File: src/pkg/bpc_regs.svh
// Register map, command codes, parameter encodings and timing constants
`ifndef BPC_REGS_SVH
`define BPC_REGS_SVH

// Command staging, status and readback registers
`define BPC_OFS_OPC         16'h0000
`define BPC_OFS_ARG0        16'h0004
`define BPC_OFS_ARG_LAST    16'h001c
`define BPC_OFS_GO          16'h0020
`define BPC_OFS_STATUS      16'h0024
`define BPC_OFS_CARRIER     16'h0028
`define BPC_OFS_OFFSETS     16'h002c
`define BPC_OFS_MODEM       16'h0030
`define BPC_OFS_FRAME       16'h0034
`define BPC_OFS_RATE_HZ     16'h0038

// Byte locations, as word indexes (byte address is four times the index)
`define BPC_IDX_ACCESS_MSB  14'h09cf
`define BPC_IDX_ACCESS_LSB  14'h09d2
`define BPC_IDX_SEED_MSB    14'h09c7
`define BPC_IDX_SEED_LSB    14'h09c9
`define BPC_CFG_BYTES       7
`define BPC_ACCESS_BYTES    3'd4

// Opcodes
`define BPC_OPC_IDLE        8'h01
`define BPC_OPC_FORMAT      8'h02
`define BPC_OPC_CARRIER     8'h03
`define BPC_OPC_OFFSETS     8'h04
`define BPC_OPC_MODEM       8'h05
`define BPC_OPC_FRAME       8'h06

// Parameter encodings
`define BPC_STBY_RC         8'h00
`define BPC_FMT_BLE         8'h04
`define BPC_RATE_1M_BW_1P2  8'h45
`define BPC_MOD_INDEX_HALF  8'h01
`define BPC_SHAPING_BT_HALF 8'h20
`define BPC_LINK_31         8'h00
`define BPC_LINK_37         8'h20
`define BPC_LINK_TEST       8'h40
`define BPC_LINK_255        8'h80
`define BPC_LEN_31          8'd31
`define BPC_LEN_37          8'd37
`define BPC_LEN_63          8'd63
`define BPC_LEN_255         8'd255
`define BPC_CHECK_OFF       8'h00
`define BPC_CHECK_3B        8'h10
`define BPC_SCRAMBLER_ON    8'h00
`define BPC_SCRAMBLER_OFF   8'h08
`define BPC_PAT_PRBS9       8'h00
`define BPC_PAT_EYELONG_10  8'h04
`define BPC_PAT_EYESHORT_10 8'h08
`define BPC_PAT_PRBS15      8'h0c
`define BPC_PAT_ONES        8'h10
`define BPC_PAT_ZEROS_NAMED 8'h14
`define BPC_PAT_EYELONG_01  8'h18
`define BPC_PAT_EYESHORT_01 8'h1c
`define BPC_BYTE_EYELONG_10  8'hf0
`define BPC_BYTE_EYESHORT_10 8'haa
`define BPC_BYTE_ONES        8'hff
`define BPC_BYTE_EYELONG_01  8'h0f
`define BPC_BYTE_EYESHORT_01 8'h55
`define BPC_PRBS9_SEED      9'h1ff
`define BPC_PRBS15_SEED     15'h7fff

// Synthesizer: one step is the reference over two to the eighteenth
`define BPC_FREF_HZ         50'd52000000
`define BPC_PLL_DIV_BITS    18

// Timing
`define BPC_CLK_MHZ         50
`define BPC_CAL_TIME_US     100
`define BPC_CMD_CYCLES      3'd4

`endif

File: src/pkg/bpc_pkg.sv
// Types shared by the command interpreter
package bpc_pkg;

	typedef enum logic [1:0] {
		BPC_ST_CAL,
		BPC_ST_IDLE,
		BPC_ST_EXEC
	} bpc_state_t;

	typedef struct packed {
		logic [7:0] rate;
		logic [7:0] index;
		logic [7:0] shaping;
		logic       rate_1m_bw_1p2;
		logic       mod_index_half;
		logic       shaping_bt_half;
	} bpc_modem_cfg_t;

	typedef struct packed {
		logic [7:0] max_payload;
		logic       check_three_bytes;
		logic       scrambler_on;
		logic       transmit_test_state;
		logic [7:0] test_pattern_select;
	} bpc_frame_cfg_t;

endpackage

File: src/bpc_pattern_gen.sv
// Transmit test payload bit generator
`include "bpc_regs.svh"
module bpc_pattern_gen import bpc_pkg::*; (
	// Clock and reset
	input  wire logic       core_clk,
	input  wire logic       rst_b,
	// Control
	input  wire logic       enable,
	input  wire logic [7:0] pattern_sel,
	input  wire logic       restart,
	input  wire logic       bit_take,
	// Serial pattern
	output logic            test_bit
);

	logic [8:0]  lfsr9_q;
	logic [14:0] lfsr15_q;
	logic [2:0]  idx_q;
	wire  logic  fb9;
	wire  logic  fb15;
	wire  logic [7:0] fix_byte;
	wire  logic  cur_bit;

	assign fb9  = lfsr9_q[8] ^ lfsr9_q[4]; // [RL13]
	assign fb15 = lfsr15_q[14] ^ lfsr15_q[13] ^ lfsr15_q[12] ^ lfsr15_q[11]
		^ lfsr15_q[1] ^ lfsr15_q[0]; // [RL14]

	// Bytes go out msb first; the zeros-named code repeats ones as printed
	assign fix_byte =
		(pattern_sel == `BPC_PAT_EYELONG_10)  ? `BPC_BYTE_EYELONG_10  :
		(pattern_sel == `BPC_PAT_EYESHORT_10) ? `BPC_BYTE_EYESHORT_10 :
		(pattern_sel == `BPC_PAT_ONES)        ? `BPC_BYTE_ONES        :
		(pattern_sel == `BPC_PAT_ZEROS_NAMED) ? `BPC_BYTE_ONES        :
		(pattern_sel == `BPC_PAT_EYELONG_01)  ? `BPC_BYTE_EYELONG_01  :
		(pattern_sel == `BPC_PAT_EYESHORT_01) ? `BPC_BYTE_EYESHORT_01 : 8'h00; // [RL15]

	assign cur_bit =
		(pattern_sel == `BPC_PAT_PRBS9)  ? lfsr9_q[8]  :
		(pattern_sel == `BPC_PAT_PRBS15) ? lfsr15_q[14] : fix_byte[idx_q];
	assign test_bit = enable & cur_bit; // [RL16]

	always_ff @(posedge core_clk or negedge rst_b) begin
		if (!rst_b) begin
			lfsr9_q  <= `BPC_PRBS9_SEED;
			lfsr15_q <= `BPC_PRBS15_SEED;
			idx_q    <= 3'h7;
		end else if (restart) begin
			lfsr9_q  <= `BPC_PRBS9_SEED; // [RL13]
			lfsr15_q <= `BPC_PRBS15_SEED;
			idx_q    <= 3'h7;
		end else if (bit_take) begin
			lfsr9_q  <= {lfsr9_q[7:0], fb9};
			lfsr15_q <= {lfsr15_q[13:0], fb15};
			idx_q    <= idx_q - 3'h1;
		end
	end

	property p_prbs9_ones;
		@(posedge core_clk) disable iff (!rst_b)
		(enable && pattern_sel == `BPC_PAT_PRBS9 && restart) ##1
		(bit_take && !restart && enable)[*8] |-> test_bit;
	endproperty
	a_prbs9_ones: assert property (p_prbs9_ones) else $error("prbs9 lost leading ones"); // [RL13]

	property p_prbs15_shift;
		@(posedge core_clk) disable iff (!rst_b)
		(bit_take && !restart) |=> lfsr15_q[0] == $past(fb15) && lfsr15_q != 15'h0000;
	endproperty
	a_prbs15_shift: assert property (p_prbs15_shift) else $error("prbs15 feedback wrong"); // [RL14]

	property p_eyeshort;
		@(posedge core_clk) disable iff (!rst_b)
		(enable && pattern_sel == `BPC_PAT_EYESHORT_10 && restart) ##1
		(bit_take && !restart && enable) |-> test_bit ##1 !test_bit;
	endproperty
	a_eyeshort: assert property (p_eyeshort) else $error("alternating pattern wrong"); // [RL15]

endmodule // bpc_pattern_gen

File: src/bpc_cmd_core.sv
// Command interpreter configuring the frame handler and modem for BLE use
// Operation
// RL1: Calibrate after reset, then standby, busy low
// RL2: Host enters standby before configuring
// RL3: Format command selects BLE framing
// RL4: Carrier word step is reference over 2^18
// RL5: Carrier word sets transmit frequency
// RL6: Payload pointers start at programmed offsets
// RL7: Modem bytes: rate, index, shaping; 0x45 accepted
// RL8: Index byte 0x01 means index 0.5
// RL9: Shaping byte 0x20 means SHAPING_BT_HALF
// RL10: Frame command sends seven bytes, last three zero
// RL11: Link state sets maximum payload size
// RL12: Check field off or three bytes
// RL13: Code 0x00 sends PRBS9 starting nine ones
// RL14: Code 0x0C sends PRBS15 sequence
// RL15: Fixed-byte test codes repeat their bytes
// RL16: Test pattern ignored outside transmit test state
// RL17: Whitening on at 0x00, off at 0x08
// RL18: Host disables whitening only in test state
// RL19: Access address bytes, msb first, from 0x9CF
// RL20: Check seed bytes from 0x9C7 to 0x9C9
// RL21: Busy high per command; host waits
//
// Added by the designer: the register offsets and the plain strobed port.
`include "bpc_regs.svh"
module bpc_cmd_core import bpc_pkg::*; #(
	parameter int CAL_CYCLES = `BPC_CAL_TIME_US * `BPC_CLK_MHZ
) (
	// Clock and reset
	input  wire logic        core_clk,
	input  wire logic        rst_b,
	// Register port
	input  wire logic [15:0] reg_addr,
	input  wire logic [31:0] reg_wdata,
	input  wire logic        reg_wr,
	input  wire logic        reg_rd,
	output logic      [31:0] reg_rdata,
	// Busy pin
	output logic             busy,
	// Configuration
	output logic             rc_oscillator_standby,
	output logic             frame_format_ble,
	output logic      [23:0] carrier_word,
	output logic      [31:0] carrier_hz,
	output logic      [7:0]  transmit_payload_offset,
	output logic      [7:0]  receive_payload_offset,
	output bpc_modem_cfg_t   modem_cfg,
	output bpc_frame_cfg_t   frame_cfg,
	output logic      [31:0] access_addr,
	output logic      [23:0] check_seed,
	output logic             cmd_error,
	// Frame handler side
	input  wire logic        pkt_start,
	input  wire logic        tx_byte_take,
	input  wire logic        rx_byte_put,
	input  wire logic        test_bit_take,
	output logic      [7:0]  tx_buf_addr,
	output logic      [7:0]  rx_buf_addr,
	output logic             test_bit
);

	bpc_state_t  state_q, state_d;
	logic [19:0] cal_cnt_q;
	logic [2:0]  exec_cnt_q;
	logic        busy_q;
	logic [7:0]  opc_q;
	logic [7:0]  arg_q [7];
	logic [7:0]  cfg_q [`BPC_CFG_BYTES];
	logic        fmt_ble_q, err_q;
	logic [23:0] carrier_q;
	logic [31:0] hz_q;
	logic [7:0]  tx_off_q, rx_off_q, tx_ptr_q, rx_ptr_q;
	logic [7:0]  rate_q, index_q, shaping_q;
	logic [7:0]  link_q, check_q, pat_q, wht_q;
	logic [31:0] rdata_q;

	// Address decode
	wire logic [13:0] widx = reg_addr[15:2];
	wire logic        aligned = reg_addr[1:0] == 2'b00;
	wire logic        hit_opc = reg_addr == `BPC_OFS_OPC;
	wire logic        hit_arg = aligned && reg_addr >= `BPC_OFS_ARG0
		&& reg_addr <= `BPC_OFS_ARG_LAST;
	wire logic [2:0]  arg_sel = 3'(widx - `BPC_OFS_ARG0 / 4);
	wire logic        hit_acc = aligned && widx >= `BPC_IDX_ACCESS_MSB
		&& widx <= `BPC_IDX_ACCESS_LSB;
	wire logic        hit_seed = aligned && widx >= `BPC_IDX_SEED_MSB
		&& widx <= `BPC_IDX_SEED_LSB;
	wire logic        hit_cfg = hit_acc || hit_seed;
	wire logic [2:0]  cfg_sel = hit_acc ? 3'(widx - `BPC_IDX_ACCESS_MSB)
		: 3'(widx - `BPC_IDX_SEED_MSB) + `BPC_ACCESS_BYTES;
	wire logic        go_hit = reg_wr && reg_addr == `BPC_OFS_GO;
	// A command issued while busy is dropped, which is why the host polls busy
	wire logic        go_ok = go_hit && state_q == BPC_ST_IDLE; // [RL21]

	// Accepted commands
	wire logic cmd_idle    = go_ok && opc_q == `BPC_OPC_IDLE;
	wire logic cmd_fmt     = go_ok && opc_q == `BPC_OPC_FORMAT;
	wire logic cmd_carrier = go_ok && opc_q == `BPC_OPC_CARRIER;
	wire logic cmd_offsets = go_ok && opc_q == `BPC_OPC_OFFSETS;
	wire logic cmd_modem   = go_ok && opc_q == `BPC_OPC_MODEM;
	wire logic cmd_frame   = go_ok && opc_q == `BPC_OPC_FRAME;
	wire logic cmd_known   = cmd_idle || cmd_fmt || cmd_carrier || cmd_offsets
		|| cmd_modem || cmd_frame;

	wire logic link_ok = arg_q[0] == `BPC_LINK_31 || arg_q[0] == `BPC_LINK_37
		|| arg_q[0] == `BPC_LINK_TEST || arg_q[0] == `BPC_LINK_255;
	wire logic tail_bad = |{arg_q[4], arg_q[5], arg_q[6]}; // [RL10]
	// Frame settings only take hold once BLE framing has been chosen
	wire logic frame_apply = cmd_frame && fmt_ble_q && link_ok; // [RL3]
	wire logic err_d = (go_ok && !cmd_known)
		|| (cmd_idle && arg_q[0] != `BPC_STBY_RC)
		|| (cmd_frame && (!fmt_ble_q || !link_ok || tail_bad));

	// Carrier word times reference, divided by two to the eighteenth
	wire logic [49:0] hz_prod = 50'(carrier_q) * `BPC_FREF_HZ; // [RL4]

	// Controller
	always_comb begin
		state_d = state_q;
		case (state_q)
			BPC_ST_CAL: begin
				if (cal_cnt_q == 20'h0) begin
					state_d = BPC_ST_IDLE; // [RL1]
				end
			end
			BPC_ST_IDLE: begin
				if (go_ok) begin
					state_d = BPC_ST_EXEC;
				end
			end
			BPC_ST_EXEC: begin
				if (exec_cnt_q == 3'h0) begin
					state_d = BPC_ST_IDLE;
				end
			end
			default: state_d = BPC_ST_CAL;
		endcase
	end

	always_ff @(posedge core_clk or negedge rst_b) begin
		if (!rst_b) begin
			state_q    <= BPC_ST_CAL;
			cal_cnt_q  <= 20'(CAL_CYCLES - 1);
			exec_cnt_q <= 3'h0;
			busy_q     <= 1'b1;
		end else begin
			state_q <= state_d;
			busy_q  <= state_d != BPC_ST_IDLE; // [RL1] [RL21]
			if (state_q == BPC_ST_CAL && cal_cnt_q != 20'h0) begin
				cal_cnt_q <= cal_cnt_q - 20'h1;
			end
			if (go_ok) begin
				exec_cnt_q <= `BPC_CMD_CYCLES - 3'h1;
			end else if (exec_cnt_q != 3'h0) begin
				exec_cnt_q <= exec_cnt_q - 3'h1;
			end
		end
	end

	// Staging and byte locations
	always_ff @(posedge core_clk or negedge rst_b) begin
		if (!rst_b) begin
			opc_q <= 8'h00;
		end else if (reg_wr && hit_opc) begin
			opc_q <= reg_wdata[7:0];
		end
	end

	genvar gi;
	generate
		for (gi = 0; gi < 7; gi++) begin : g_arg
			always_ff @(posedge core_clk or negedge rst_b) begin
				if (!rst_b) begin
					arg_q[gi] <= 8'h00;
				end else if (reg_wr && hit_arg && arg_sel == 3'(gi)) begin
					arg_q[gi] <= reg_wdata[7:0];
				end
			end
		end
		for (gi = 0; gi < `BPC_CFG_BYTES; gi++) begin : g_cfg
			always_ff @(posedge core_clk or negedge rst_b) begin
				if (!rst_b) begin
					cfg_q[gi] <= 8'h00;
				end else if (reg_wr && hit_cfg && cfg_sel == 3'(gi)) begin
					cfg_q[gi] <= reg_wdata[7:0]; // [RL19] [RL20]
				end
			end
		end
	endgenerate

	// Command effects
	always_ff @(posedge core_clk or negedge rst_b) begin
		if (!rst_b) begin
			fmt_ble_q <= 1'b0;
			err_q     <= 1'b0;
			carrier_q <= 24'h000000;
			tx_off_q  <= 8'h00;
			rx_off_q  <= 8'h00;
		end else begin
			if (go_ok) begin
				err_q <= err_d;
			end
			if (cmd_fmt) begin
				fmt_ble_q <= arg_q[0] == `BPC_FMT_BLE; // [RL3]
			end
			if (cmd_carrier) begin
				carrier_q <= {arg_q[0], arg_q[1], arg_q[2]}; // [RL5]
			end
			if (cmd_offsets) begin
				tx_off_q <= arg_q[0]; // [RL6]
				rx_off_q <= arg_q[1];
			end
		end
	end

	always_ff @(posedge core_clk or negedge rst_b) begin
		if (!rst_b) begin
			rate_q    <= `BPC_RATE_1M_BW_1P2;
			index_q   <= `BPC_MOD_INDEX_HALF;
			shaping_q <= `BPC_SHAPING_BT_HALF;
			link_q    <= `BPC_LINK_31;
			check_q   <= `BPC_CHECK_3B;
			pat_q     <= `BPC_PAT_PRBS9;
			wht_q     <= `BPC_SCRAMBLER_ON;
		end else begin
			if (cmd_modem) begin
				rate_q    <= arg_q[0]; // [RL7]
				index_q   <= arg_q[1];
				shaping_q <= arg_q[2];
			end
			if (frame_apply) begin
				link_q  <= arg_q[0];
				check_q <= arg_q[1];
				pat_q   <= arg_q[2];
				wht_q   <= arg_q[3];
			end
		end
	end

	// Payload pointers and synthesizer output
	always_ff @(posedge core_clk or negedge rst_b) begin
		if (!rst_b) begin
			tx_ptr_q <= 8'h00;
			rx_ptr_q <= 8'h00;
			hz_q     <= 32'h0;
		end else begin
			hz_q <= hz_prod[`BPC_PLL_DIV_BITS +: 32]; // [RL4] [RL5]
			if (pkt_start) begin
				tx_ptr_q <= tx_off_q; // [RL6]
				rx_ptr_q <= rx_off_q;
			end else begin
				tx_ptr_q <= tx_ptr_q + 8'(tx_byte_take);
				rx_ptr_q <= rx_ptr_q + 8'(rx_byte_put);
			end
		end
	end

	// Derived configuration
	wire logic [7:0] max_len =
		(link_q == `BPC_LINK_37)   ? `BPC_LEN_37  :
		(link_q == `BPC_LINK_TEST) ? `BPC_LEN_63  :
		(link_q == `BPC_LINK_255)  ? `BPC_LEN_255 : `BPC_LEN_31; // [RL11]
	wire logic test_state = link_q == `BPC_LINK_TEST;

	assign modem_cfg.rate            = rate_q;
	assign modem_cfg.index           = index_q;
	assign modem_cfg.shaping         = shaping_q;
	assign modem_cfg.rate_1m_bw_1p2  = rate_q == `BPC_RATE_1M_BW_1P2; // [RL7]
	assign modem_cfg.mod_index_half  = index_q == `BPC_MOD_INDEX_HALF; // [RL8]
	assign modem_cfg.shaping_bt_half = shaping_q == `BPC_SHAPING_BT_HALF; // [RL9]
	assign frame_cfg.max_payload         = max_len;
	assign frame_cfg.check_three_bytes   = check_q == `BPC_CHECK_3B; // [RL12]
	// Unknown codes leave whitening on, the safe default on air
	assign frame_cfg.scrambler_on        = wht_q != `BPC_SCRAMBLER_OFF; // [RL17]
	assign frame_cfg.transmit_test_state = test_state;
	assign frame_cfg.test_pattern_select = pat_q;

	bpc_pattern_gen u_pattern (
		.core_clk    (core_clk),
		.rst_b       (rst_b),
		.enable      (test_state && fmt_ble_q), // [RL16]
		.pattern_sel (pat_q),
		.restart     (pkt_start),
		.bit_take    (test_bit_take),
		.test_bit    (test_bit)
	);

	// Read path
	wire logic [31:0] stat_word = {27'h0, state_q == BPC_ST_CAL, err_q, fmt_ble_q,
		state_q != BPC_ST_CAL, busy_q};
	wire logic [31:0] rd_mux =
		hit_opc ? {24'h0, opc_q} :
		hit_arg ? {24'h0, arg_q[arg_sel]} :
		hit_cfg ? {24'h0, cfg_q[cfg_sel]} :
		reg_addr == `BPC_OFS_STATUS  ? stat_word :
		reg_addr == `BPC_OFS_CARRIER ? {8'h0, carrier_q} :
		reg_addr == `BPC_OFS_OFFSETS ? {16'h0, rx_off_q, tx_off_q} :
		reg_addr == `BPC_OFS_MODEM   ? {8'h0, rate_q, index_q, shaping_q} :
		reg_addr == `BPC_OFS_FRAME   ? {link_q, check_q, pat_q, wht_q} :
		reg_addr == `BPC_OFS_RATE_HZ ? hz_q : 32'h0;

	always_ff @(posedge core_clk or negedge rst_b) begin
		if (!rst_b) begin
			rdata_q <= 32'h0;
		end else begin
			rdata_q <= reg_rd ? rd_mux : 32'h0;
		end
	end

	assign reg_rdata               = rdata_q;
	assign busy                    = busy_q;
	assign rc_oscillator_standby   = state_q != BPC_ST_CAL;
	assign frame_format_ble        = fmt_ble_q;
	assign carrier_word            = carrier_q;
	assign carrier_hz              = hz_q;
	assign transmit_payload_offset = tx_off_q;
	assign receive_payload_offset  = rx_off_q;
	assign access_addr             = {cfg_q[0], cfg_q[1], cfg_q[2], cfg_q[3]}; // [RL19]
	assign check_seed              = {cfg_q[4], cfg_q[5], cfg_q[6]}; // [RL20]
	assign cmd_error               = err_q;
	assign tx_buf_addr             = tx_ptr_q;
	assign rx_buf_addr             = rx_ptr_q;

	// Checks
	property p_cal_hold;
		@(posedge core_clk) disable iff (!rst_b)
		(state_q == BPC_ST_CAL && cal_cnt_q != 20'h0) |=> busy && state_q == BPC_ST_CAL;
	endproperty
	a_cal_hold: assert property (p_cal_hold) else $error("calibration ended early"); // [RL1]

	property p_cal_done;
		@(posedge core_clk) disable iff (!rst_b)
		(state_q == BPC_ST_CAL && cal_cnt_q == 20'h0) |=> !busy && rc_oscillator_standby;
	endproperty
	a_cal_done: assert property (p_cal_done) else $error("busy not low after calibration"); // [RL1]

	property p_cmd_busy;
		@(posedge core_clk) disable iff (!rst_b)
		go_ok |=> busy[*4] ##1 !busy;
	endproperty
	a_cmd_busy: assert property (p_cmd_busy) else $error("busy window wrong"); // [RL21]

	property p_fmt;
		@(posedge core_clk) disable iff (!rst_b)
		(cmd_fmt && arg_q[0] == `BPC_FMT_BLE) |=> frame_format_ble;
	endproperty
	a_fmt: assert property (p_fmt) else $error("BLE format not taken"); // [RL3]

	property p_carrier;
		@(posedge core_clk) disable iff (!rst_b)
		cmd_carrier |=> carrier_word == {$past(arg_q[0]), $past(arg_q[1]), $past(arg_q[2])};
	endproperty
	a_carrier: assert property (p_carrier) else $error("carrier word wrong"); // [RL5]

	property p_step;
		@(posedge core_clk) disable iff (!rst_b)
		(carrier_word == 24'h040000) [*2] |-> carrier_hz == 32'd52000000;
	endproperty
	a_step: assert property (p_step) else $error("synthesizer step wrong"); // [RL4]

	property p_ptr;
		@(posedge core_clk) disable iff (!rst_b)
		pkt_start |=> tx_buf_addr == $past(tx_off_q) && rx_buf_addr == $past(rx_off_q);
	endproperty
	a_ptr: assert property (p_ptr) else $error("payload pointer not at offset"); // [RL6]

	property p_modem;
		@(posedge core_clk) disable iff (!rst_b)
		(cmd_modem && arg_q[1] == `BPC_MOD_INDEX_HALF && arg_q[2] == `BPC_SHAPING_BT_HALF)
		|=> modem_cfg.mod_index_half && modem_cfg.shaping_bt_half;
	endproperty
	a_modem: assert property (p_modem) else $error("modem decode wrong"); // [RL8] [RL9]

	property p_len255;
		@(posedge core_clk) disable iff (!rst_b)
		(frame_apply && arg_q[0] == `BPC_LINK_255) |=> frame_cfg.max_payload == 8'd255;
	endproperty
	a_len255: assert property (p_len255) else $error("max payload wrong"); // [RL11]

	property p_check;
		@(posedge core_clk) disable iff (!rst_b)
		(frame_apply && arg_q[1] == `BPC_CHECK_OFF && arg_q[3] == `BPC_SCRAMBLER_OFF)
		|=> !frame_cfg.check_three_bytes && !frame_cfg.scrambler_on;
	endproperty
	a_check: assert property (p_check) else $error("check or whitening wrong"); // [RL12] [RL17]

	property p_ignore;
		@(posedge core_clk) disable iff (!rst_b)
		!frame_cfg.transmit_test_state |-> !test_bit;
	endproperty
	a_ignore: assert property (p_ignore) else $error("test bits outside test state"); // [RL16]

	property p_tail;
		@(posedge core_clk) disable iff (!rst_b)
		(cmd_frame && tail_bad) |=> cmd_error;
	endproperty
	a_tail: assert property (p_tail) else $error("nonzero tail not flagged"); // [RL10]

	c_cal_done: cover property (@(posedge core_clk) disable iff (!rst_b) $fell(busy));
	c_frame: cover property (@(posedge core_clk) disable iff (!rst_b) frame_apply);
	c_test: cover property (@(posedge core_clk) disable iff (!rst_b)
		frame_cfg.transmit_test_state && test_bit_take);

endmodule // bpc_cmd_core

File: config.mk
export PLATFORM = sky130hd
export DESIGN_NAME = bpc_cmd_core
export DESIGN_NICKNAME = d
export VERILOG_FILES = /design/src/pkg/bpc_pkg.sv /design/src/bpc_pattern_gen.sv /design/src/bpc_cmd_core.sv
export VERILOG_INCLUDE_DIRS = /design/src /design/src/pkg
export SDC_FILE = /design/constraint.sdc
export NUM_CORES = 1
export LEC_CHECK = 0
export ABC_AREA = 1
export BUFFER_PORTS_ARGS = -buffer_cell sky130_fd_sc_hd__buf_4
export CORE_MARGIN = 4
export CORE_UTILIZATION = 25
export CTS_CLUSTER_DIAMETER = 100
export DETAILED_ROUTE_END_ITERATION = 8
export PLACE_DENSITY = 0.4
export SETUP_SLACK_MARGIN = 0.15
export SLEW_MARGIN = 20
export SYNTH_ARGS = -nofsm -noshare
export SYNTH_HDL_FRONTEND = slang
export SYNTH_SLANG_ARGS = --single-unit
File: constraint.sdc
create_clock -name core_clk -period 6.55 [get_ports core_clk]
set_clock_uncertainty 0.1 [all_clocks]
set_input_delay 0.3275 -clock core_clk [delete_from_list [all_inputs] [get_ports core_clk]]
set_output_delay 0.3275 -clock core_clk [all_outputs]
set_load 0.005 [all_outputs]
==> metrics, run 1 <==
CP max stage cell=dfrtp_1; Synth Register Bits=351; first-pass GRT wire length=138.7 mm; sw frac=25.00%; wire per inst=20.69 µm; Initial DRC Count=1191; result of the run=finished clean; overall global routing resource usage=17.83%; worst slew pin tran=1.035 ns; Initial DRT Pass Iterations=6; CTS Root Cell=clkbuf_16; Yosys cell types=65; Peak Freq=171.8 MHz; area of the multi-input gates=13310 µm²; # clock sinks=351; Int Power=0.003682 W; Logic pwr share=6.1%; Max transition margin=30.90%; CP startpoint kind=flop; Die Y=323.6 µm; Mean Syn Cell Area=8.431 µm²; critical path class=reg2reg; RSZ-0062 raised after global routing=false; proportion of netlist area held by the largest area contributor=31.16%; Area Overhead vs Synth=19.21%; Vias per Instance=4.500; DP Worst Slack=0.7133 ns; worst hold path type=in2reg; DR vias=20330; most frequent cells in the layout=inv_1 (598), nand2_1 (528), dfrtp_1 (310); Pins Over Slew Limit=0; Fill cells=10660; worst path arrival time=6.22 ns; setup ws final=0.7277 ns; Clk network pwr share=48.9%; Crit path top cell by count=inv_1; Clock Tree Buf Depth=3; min Tclk post-route=5.822 ns; CP Cell Sequence=ha_1 -> fa_1 -> fa_1 -> inv_1 -> fa_1 -> inv_1 -> fa_1 -> inv_1 -> fa_1 -> inv_1 -> ha_1 -> nand2_1 -> nor2_1 -> inv_1 -> nor2_1 -> inv_1 -> nor3_1 -> o21ai_0 -> nand3_1 -> xor2_1; leak pwr=15.09 nW; DP Wirelength=75.54 mm; Layout Nets=3601; power density over cell area=165.4 nW/µm²; drc violations=0; initial antenna violation count=4; final setup fails=0; drt total wl=93.48 mm; CTS H-Tree Depth=2; share of cells above drive strength 1=13.87%; type of destination of the critical path=flop; TritonCTS buffer count=42; share of the yosys chip area belonging to registers=35.49%; Reg power frac=45.0%; Syn Std Cell Area=24900 µm²; core area=98560 µm²; peak fanout along the critical path=9; Antenna Nets Post-Route=0; die width=323.6 µm; CP required=6.95 ns; insertion delay to the later sink of the worst-skew pair=0.59 ns; Top-Level Pins=283; Initial Utilization=25.26%; clock slew seen by the registers of the worst setup and hold paths=0.06 ns; Syn Inst Count=2953; Synth area leaders=dfrtp_1 (31%), fa_1 (12%), ha_1 (10%), inv_1 (9.0%), nand2_1 (8.0%); P_sw=0.001227 W; post-synth top area cell=dfrtp_1; gr ovfl total=0; final design utilization=30.11%; Post-CTS Resized=0; yosys warns=0; Die Area=104700 µm²; Hold Fails Final Rpt=0; FF/Latch Area=8835 µm²; routability-driven placement congestion ratio=0.8688; commonest non-fill, non-tap cell in the layout=inv_1; PortBufs=256; IR drop worst, VDD=0.1369 mV; CTS tree=done; CP max stage delay=0.76 ns; Cell Rows=115; max cap viols=0; TNS Setup=0 ns; fin crit share=88.89%; vias in the first global route=20940; largest net degree at the start of global routing=134
==> sequential cells by signal, summed over array words and instances (netlist names), 2 cells and up <==
register / flops
carrier_hz: 32
u_pattern.lfsr9_q: 9
rx_buf_addr: 8
reg_rdata: 32
receive_payload_offset: 8
wht_q: 8
link_q: 8
access_addr: 32
rate_q: 8
index_q: 8
cal_cnt_q: 20
pat_q: 8
shaping_q: 8
u_pattern.idx_q: 3
exec_cnt_q: 3
arg_q: 56
check_q: 8
state_q: 2
tx_buf_addr: 8
u_pattern.lfsr15_q: 15
transmit_payload_offset: 8
carrier_word: 24
check_seed: 24
opc_q: 8
==> critical path: cells and delay by family (launching register included) <==
| kind | cells | cell delay (ns) |
|---|---|---|
| buffers and inverters | 6 | 0.33 |
| adder cells (fa/ha/maj) | 7 | 3.33 |
| flip-flops | 1 | 0.76 |
| AO/OA/AOI/OAI | 1 | 0.20 |
| XOR/XNOR | 1 | 0.16 |
| AND/OR/NAND/NOR | 5 | 0.83 |
==> timing repair <==
action                                 CTS  global route
endpoints found under the hold margin  171             0
buffers inserted                         0             0
hold buffers                            14             0
==> worst paths after layout <==
| check | start | end | slack [ns] | cells after the start |
|---|---|---|---|---|
| worst max-delay path | carrier_word[13] | carrier_hz[29] | 0.73 | 20 |
| worst max register to register | carrier_word[13] | carrier_hz[29] | 0.73 | 20 |
| max in group asynchronous | rst_b | arg_q[51] | 4.44 | 3 |
| worst min-delay path | reg_wr | exec_cnt_q[1] | 0.09 | 3 |
| min in group asynchronous | rst_b | check_seed[20] | 0.31 | 2 |
| worst min register to register | u_pattern.lfsr9_q[1] | u_pattern.lfsr9_q[1] | 0.38 | 2 |
==> cell type report <==
type                    count  area share (%)
well taps                1287           5.426
multi-input cells        1900           44.86
repair buffers            293           7.597
inverters                 609           7.702
clock inverters            14          0.5649
clock buffers              63           4.077
diodes                      1        0.008431
flip-flops and latches    351           29.77
==> power groups by stage <==
stage / clock network, W / logic (W) / registers [W]
6_report: 0.00240 / 0.000300 / 0.00221
5_1_grt: 0.00256 / 0.000342 / 0.00221
4_1_cts: 0.00247 / 0.000308 / 0.00221
3_5_place_dp: 0 / 0.000300 / 0.00225
3_3_place_gp: 0 / 0.000300 / 0.00225
2_1_floorplan: 0 / 0.000153 / 0.00224
==> metrics by stage <==
step / hold slack, ns / instances / power [W] / area [µm²]
global placement: 0.3649 / 4426 / 0.002546 / 28160
global route: 0.1038 / 4517 / 0.005115 / 29680
detailed placement: 0.3687 / 4426 / 0.002545 / 28160
floorplan: -0.06809 / 2954 / 0.002397 / 24900
CTS: 0.06466 / 4517 / 0.004984 / 29680
finish: 0.09339 / 4518 / 0.004910 / 29680
==> cell families (layout without fill, tap and decap cells) <==
family	count (synthesis)	in the layout	synth area share, %
adders and majority gates	348	348	21.89
AOI/OAI and AO/OA	560	560	12.68
xor gates and xnor gates	69	69	2.427
buffers and inverters	703	979	11.14
and+or+nand+nor	921	921	16.36
other	1	3	0.01506
DFF	351	351	35.49
==> Yosys cell counts, drive strengths merged <==
master / n
a21boi: 3
dfstp: 41
dfrtp: 310
ha: 202
a21o: 4
a31oi: 12
fa: 146
clkbuf: 44
a22oi: 33
xnor2: 12
o31ai: 2
o221a: 1
xor2: 57
buf: 50
nand3b: 4
a31o: 1
o221ai: 13
inv: 606
a21oi: 103
a221oi: 5
nand2: 537
a2111oi: 1
o211a: 2
nand3: 112
nand4: 33
or2: 2
nor3: 24
o21a: 7
nor2: 187
o21ai: 334
or3b: 1
o22ai: 13
a211oi: 4
and2: 1
nor4b: 1
nor4: 19
o2111ai: 2
o211ai: 9
clkinv: 3
conb: 1
o311ai: 2
o21bai: 9
==> per-layer routing <==
metal	vias up	global-route usage, %	routed length, µm
li1	9907	-	-
met1	9866	24.12	42480
met2	462	30.24	44220
met3	92	2.795	4824
met4	4	3.794	1936
met5	-	0	21
No activity file was read; power rests on OpenSTA's default activity.
==> run 2, diff against run 1 <==
--- a/config.mk
+++ b/config.mk
@@ -14,6 +14,7 @@
 export DETAILED_ROUTE_END_ITERATION = 8
 export PLACE_DENSITY = 0.4
 export SETUP_SLACK_MARGIN = 0.15
+export SKIP_CTS_REPAIR_TIMING = 1
 export SLEW_MARGIN = 20
 export SYNTH_ARGS = -nofsm -noshare
 export SYNTH_HDL_FRONTEND = slang
==> constraint.sdc (replaced) <==
create_clock -name core_clk -period 6.55 [get_ports core_clk]
set_clock_uncertainty 0.1 [all_clocks]
set_input_delay 0.3275 -clock core_clk [delete_from_list [all_inputs] [get_ports core_clk]]
set_output_delay 0.3275 -clock core_clk [all_outputs]
set_load 0.1 [all_outputs]
==> run 2 against run 1 <==
Via count grew 0.25%. Total power is 1.4% higher. Clock-buffer cell count stayed put. Design area is essentially flat. Highest routed layer unchanged.
==> metrics, run 2 (same netlist as run 1, synthesis figures left out) <==
result of the run=finished clean; core area=98560 µm² (unchanged); largest net degree at the start of global routing=134 (unchanged); gr ovfl total=0 (unchanged); Max transition margin=32.13% (+1.2 points); commonest non-fill, non-tap cell in the layout=inv_1; Tot Pwr=0.004978 W (+1.4%); Initial Utilization=25.26% (unchanged); first-pass GRT wire length=138.5 mm (about the same); Initial DRT Pass Iterations=5 (-1); insertion delay to the later sink of the worst-skew pair=0.59 ns (about the same); CTS H-Tree Depth=2 (unchanged); Cell Rows=115 (unchanged); Pins Over Slew Limit=0 (unchanged); drt total wl=93.40 mm (about the same); Int Power=0.003682 W (about the same); Worst path top cell family by delay=adder cells; share of cells above drive strength 1=13.88% (about the same); CP Cell Sequence=ha_1 -> fa_1 -> fa_1 -> inv_1 -> fa_1 -> inv_1 -> fa_1 -> inv_1 -> fa_1 -> inv_1 -> ha_1 -> nand2_1 -> nor2_1 -> inv_1 -> nor2_1 -> inv_1 -> nor3_1 -> o21ai_0 -> nand3_1 -> xor2_1; fin crit share=88.88% (about the same); Hold WS=0.005804 ns (-0.08758 ns); CTS tree=done; vias in the first global route=20890 (-0.24%); routability-driven placement congestion ratio=0.8688 (unchanged); IR drop worst, VDD=0.1387 mV (+1.3%); Die Y=323.6 µm (unchanged); type of destination of the critical path=flop; Area Overhead vs Synth=19.13% (about the same); P_sw=0.001296 W (+5.6%); CP required=6.95 ns (about the same); Logic pwr share=7.4% (+1.3 points); sw frac=26.03% (+1.0 points); min Tclk post-route=5.822 ns (-0.0005290 ns); Layout Nets=3599 (-0.056%); Largest Register=arg_q; Initial DRC Count=1251 (+5.0%); post-route cell area=29660 µm² (about the same); drc violations=0 (unchanged); leak pwr=15.08 nW (about the same); CP max stage delay=0.74 ns (-0.02 ns); CP startpoint kind=flop; # clock sinks=351 (unchanged); Peak Freq=171.8 MHz (about the same); Buf+Inv Stages, Crit Path=6 (unchanged); final design utilization=30.09% (about the same); PortBufs=256 (unchanged); Clk network pwr share=48.3% (-0.6 points); worst hold path type=in2reg; TritonCTS buffer count=42 (unchanged); CP max stage cell=dfrtp_1; worst path arrival time=6.22 ns (about the same); Clock Tree Buf Depth=3 (unchanged); initial antenna violation count=4 (unchanged); Antenna Nets Post-Route=0 (unchanged); max cap viols=0 (unchanged); power density over cell area=167.8 nW/µm² (+1.5%); Vias per Instance=4.513 (+0.29%); peak fanout along the critical path=9 (unchanged); clock slew seen by the registers of the worst setup and hold paths=0.06 ns (about the same); Crit path top cell by count=inv_1; Top-Level Pins=283 (unchanged); critical path class=reg2reg; Die Area=104700 µm² (unchanged); area post-placement=28160 µm² (unchanged); RSZ-0062 raised after global routing=false; wire per inst=20.68 µm (about the same); Hold Fails Final Rpt=0 (unchanged); worst slew pin tran=1.017 ns (-0.01849 ns); DR vias=20380 (+0.25%); die width=323.6 µm (unchanged); TNS Setup=0 ns (unchanged); most frequent cells in the layout=inv_1 (598), nand2_1 (528), dfrtp_1 (310); DP Wirelength=75.54 mm (unchanged); CTS Root Cell=clkbuf_16; max reg flops=56 (unchanged); Reg power frac=44.3% (-0.7 points); final setup fails=0 (unchanged); overall global routing resource usage=17.81% (about the same)
==> run 2: cell types whose count changed in the layout (fill, tap and decap cells not counted), sizes merged <==
cell         delta
dlygate4sd3     -2
==> run 2: cell type report <==
type	count	area, µm²
inverters	609	2286
multi-input cells	1900	13310
repair buffers	291	2235
clock buffers	63	1210
flip-flops and latches	351	8835
fillers	10660	68900
diodes	1	2.502
clock inverters	14	167.7
well taps	1287	1610
==> run 2: stage by stage <==
stage,setup slack [ns],std cells
2_1_floorplan,0.9282,2954
3_3_place_gp,0.7451,4426
3_5_place_dp,0.7133,4426
4_1_cts,0.7143,4503
5_1_grt,0.4290,4515
6_report,0.7283,4516
==> run 2: worst reg2reg max path, delay by kind of cell, from the launching register on <==
kind	cells	cell delay [ns]
xor gates and xnor gates	1	0.16
buffers and inverters	6	0.33
and+or+nand+nor	5	0.86
AOI/OAI and AO/OA	1	0.20
adders and majority gates	7	3.33
DFF	1	0.74
==> run 2: layer usage <==
layer,vias to the layer above,part of all wire (%),global-route usage (%)
li1,9906,-,-
met1,9921,46,24.12
met2,460,47,30.19
met3,90,5.0,2.801
met4,4,2.0,3.794
met5,-,0.022,0
==> run 2: path summary, 6_finish.rpt <==
path                                 startpoint                    to  slack (ns)  cells past startpoint
setup / recovery               carrier_word[13]        carrier_hz[29]        0.73                     20
hold / removal                     tx_byte_take        tx_buf_addr[0]       0.006                      4
setup reg to reg               carrier_word[13]        carrier_hz[29]        0.73                     20
hold reg to reg            u_pattern.lfsr9_q[1]  u_pattern.lfsr9_q[1]        0.38                      2
max in group asynchronous                 rst_b             arg_q[51]        4.45                      3
min in group asynchronous                 rst_b        check_seed[20]        0.31                      2
==> run 2: power by group through the flow <==
stage	Combinational [W]	Clock, W	Sequential [W]
after floorplan	0.000158	0	0.00230
after global placement	0.000367	0	0.00225
after detailed placement	0.000367	0	0.00225
after CTS	0.000368	0.00247	0.00221
after global routing	0.000409	0.00256	0.00221
final	0.000367	0.00240	0.00221
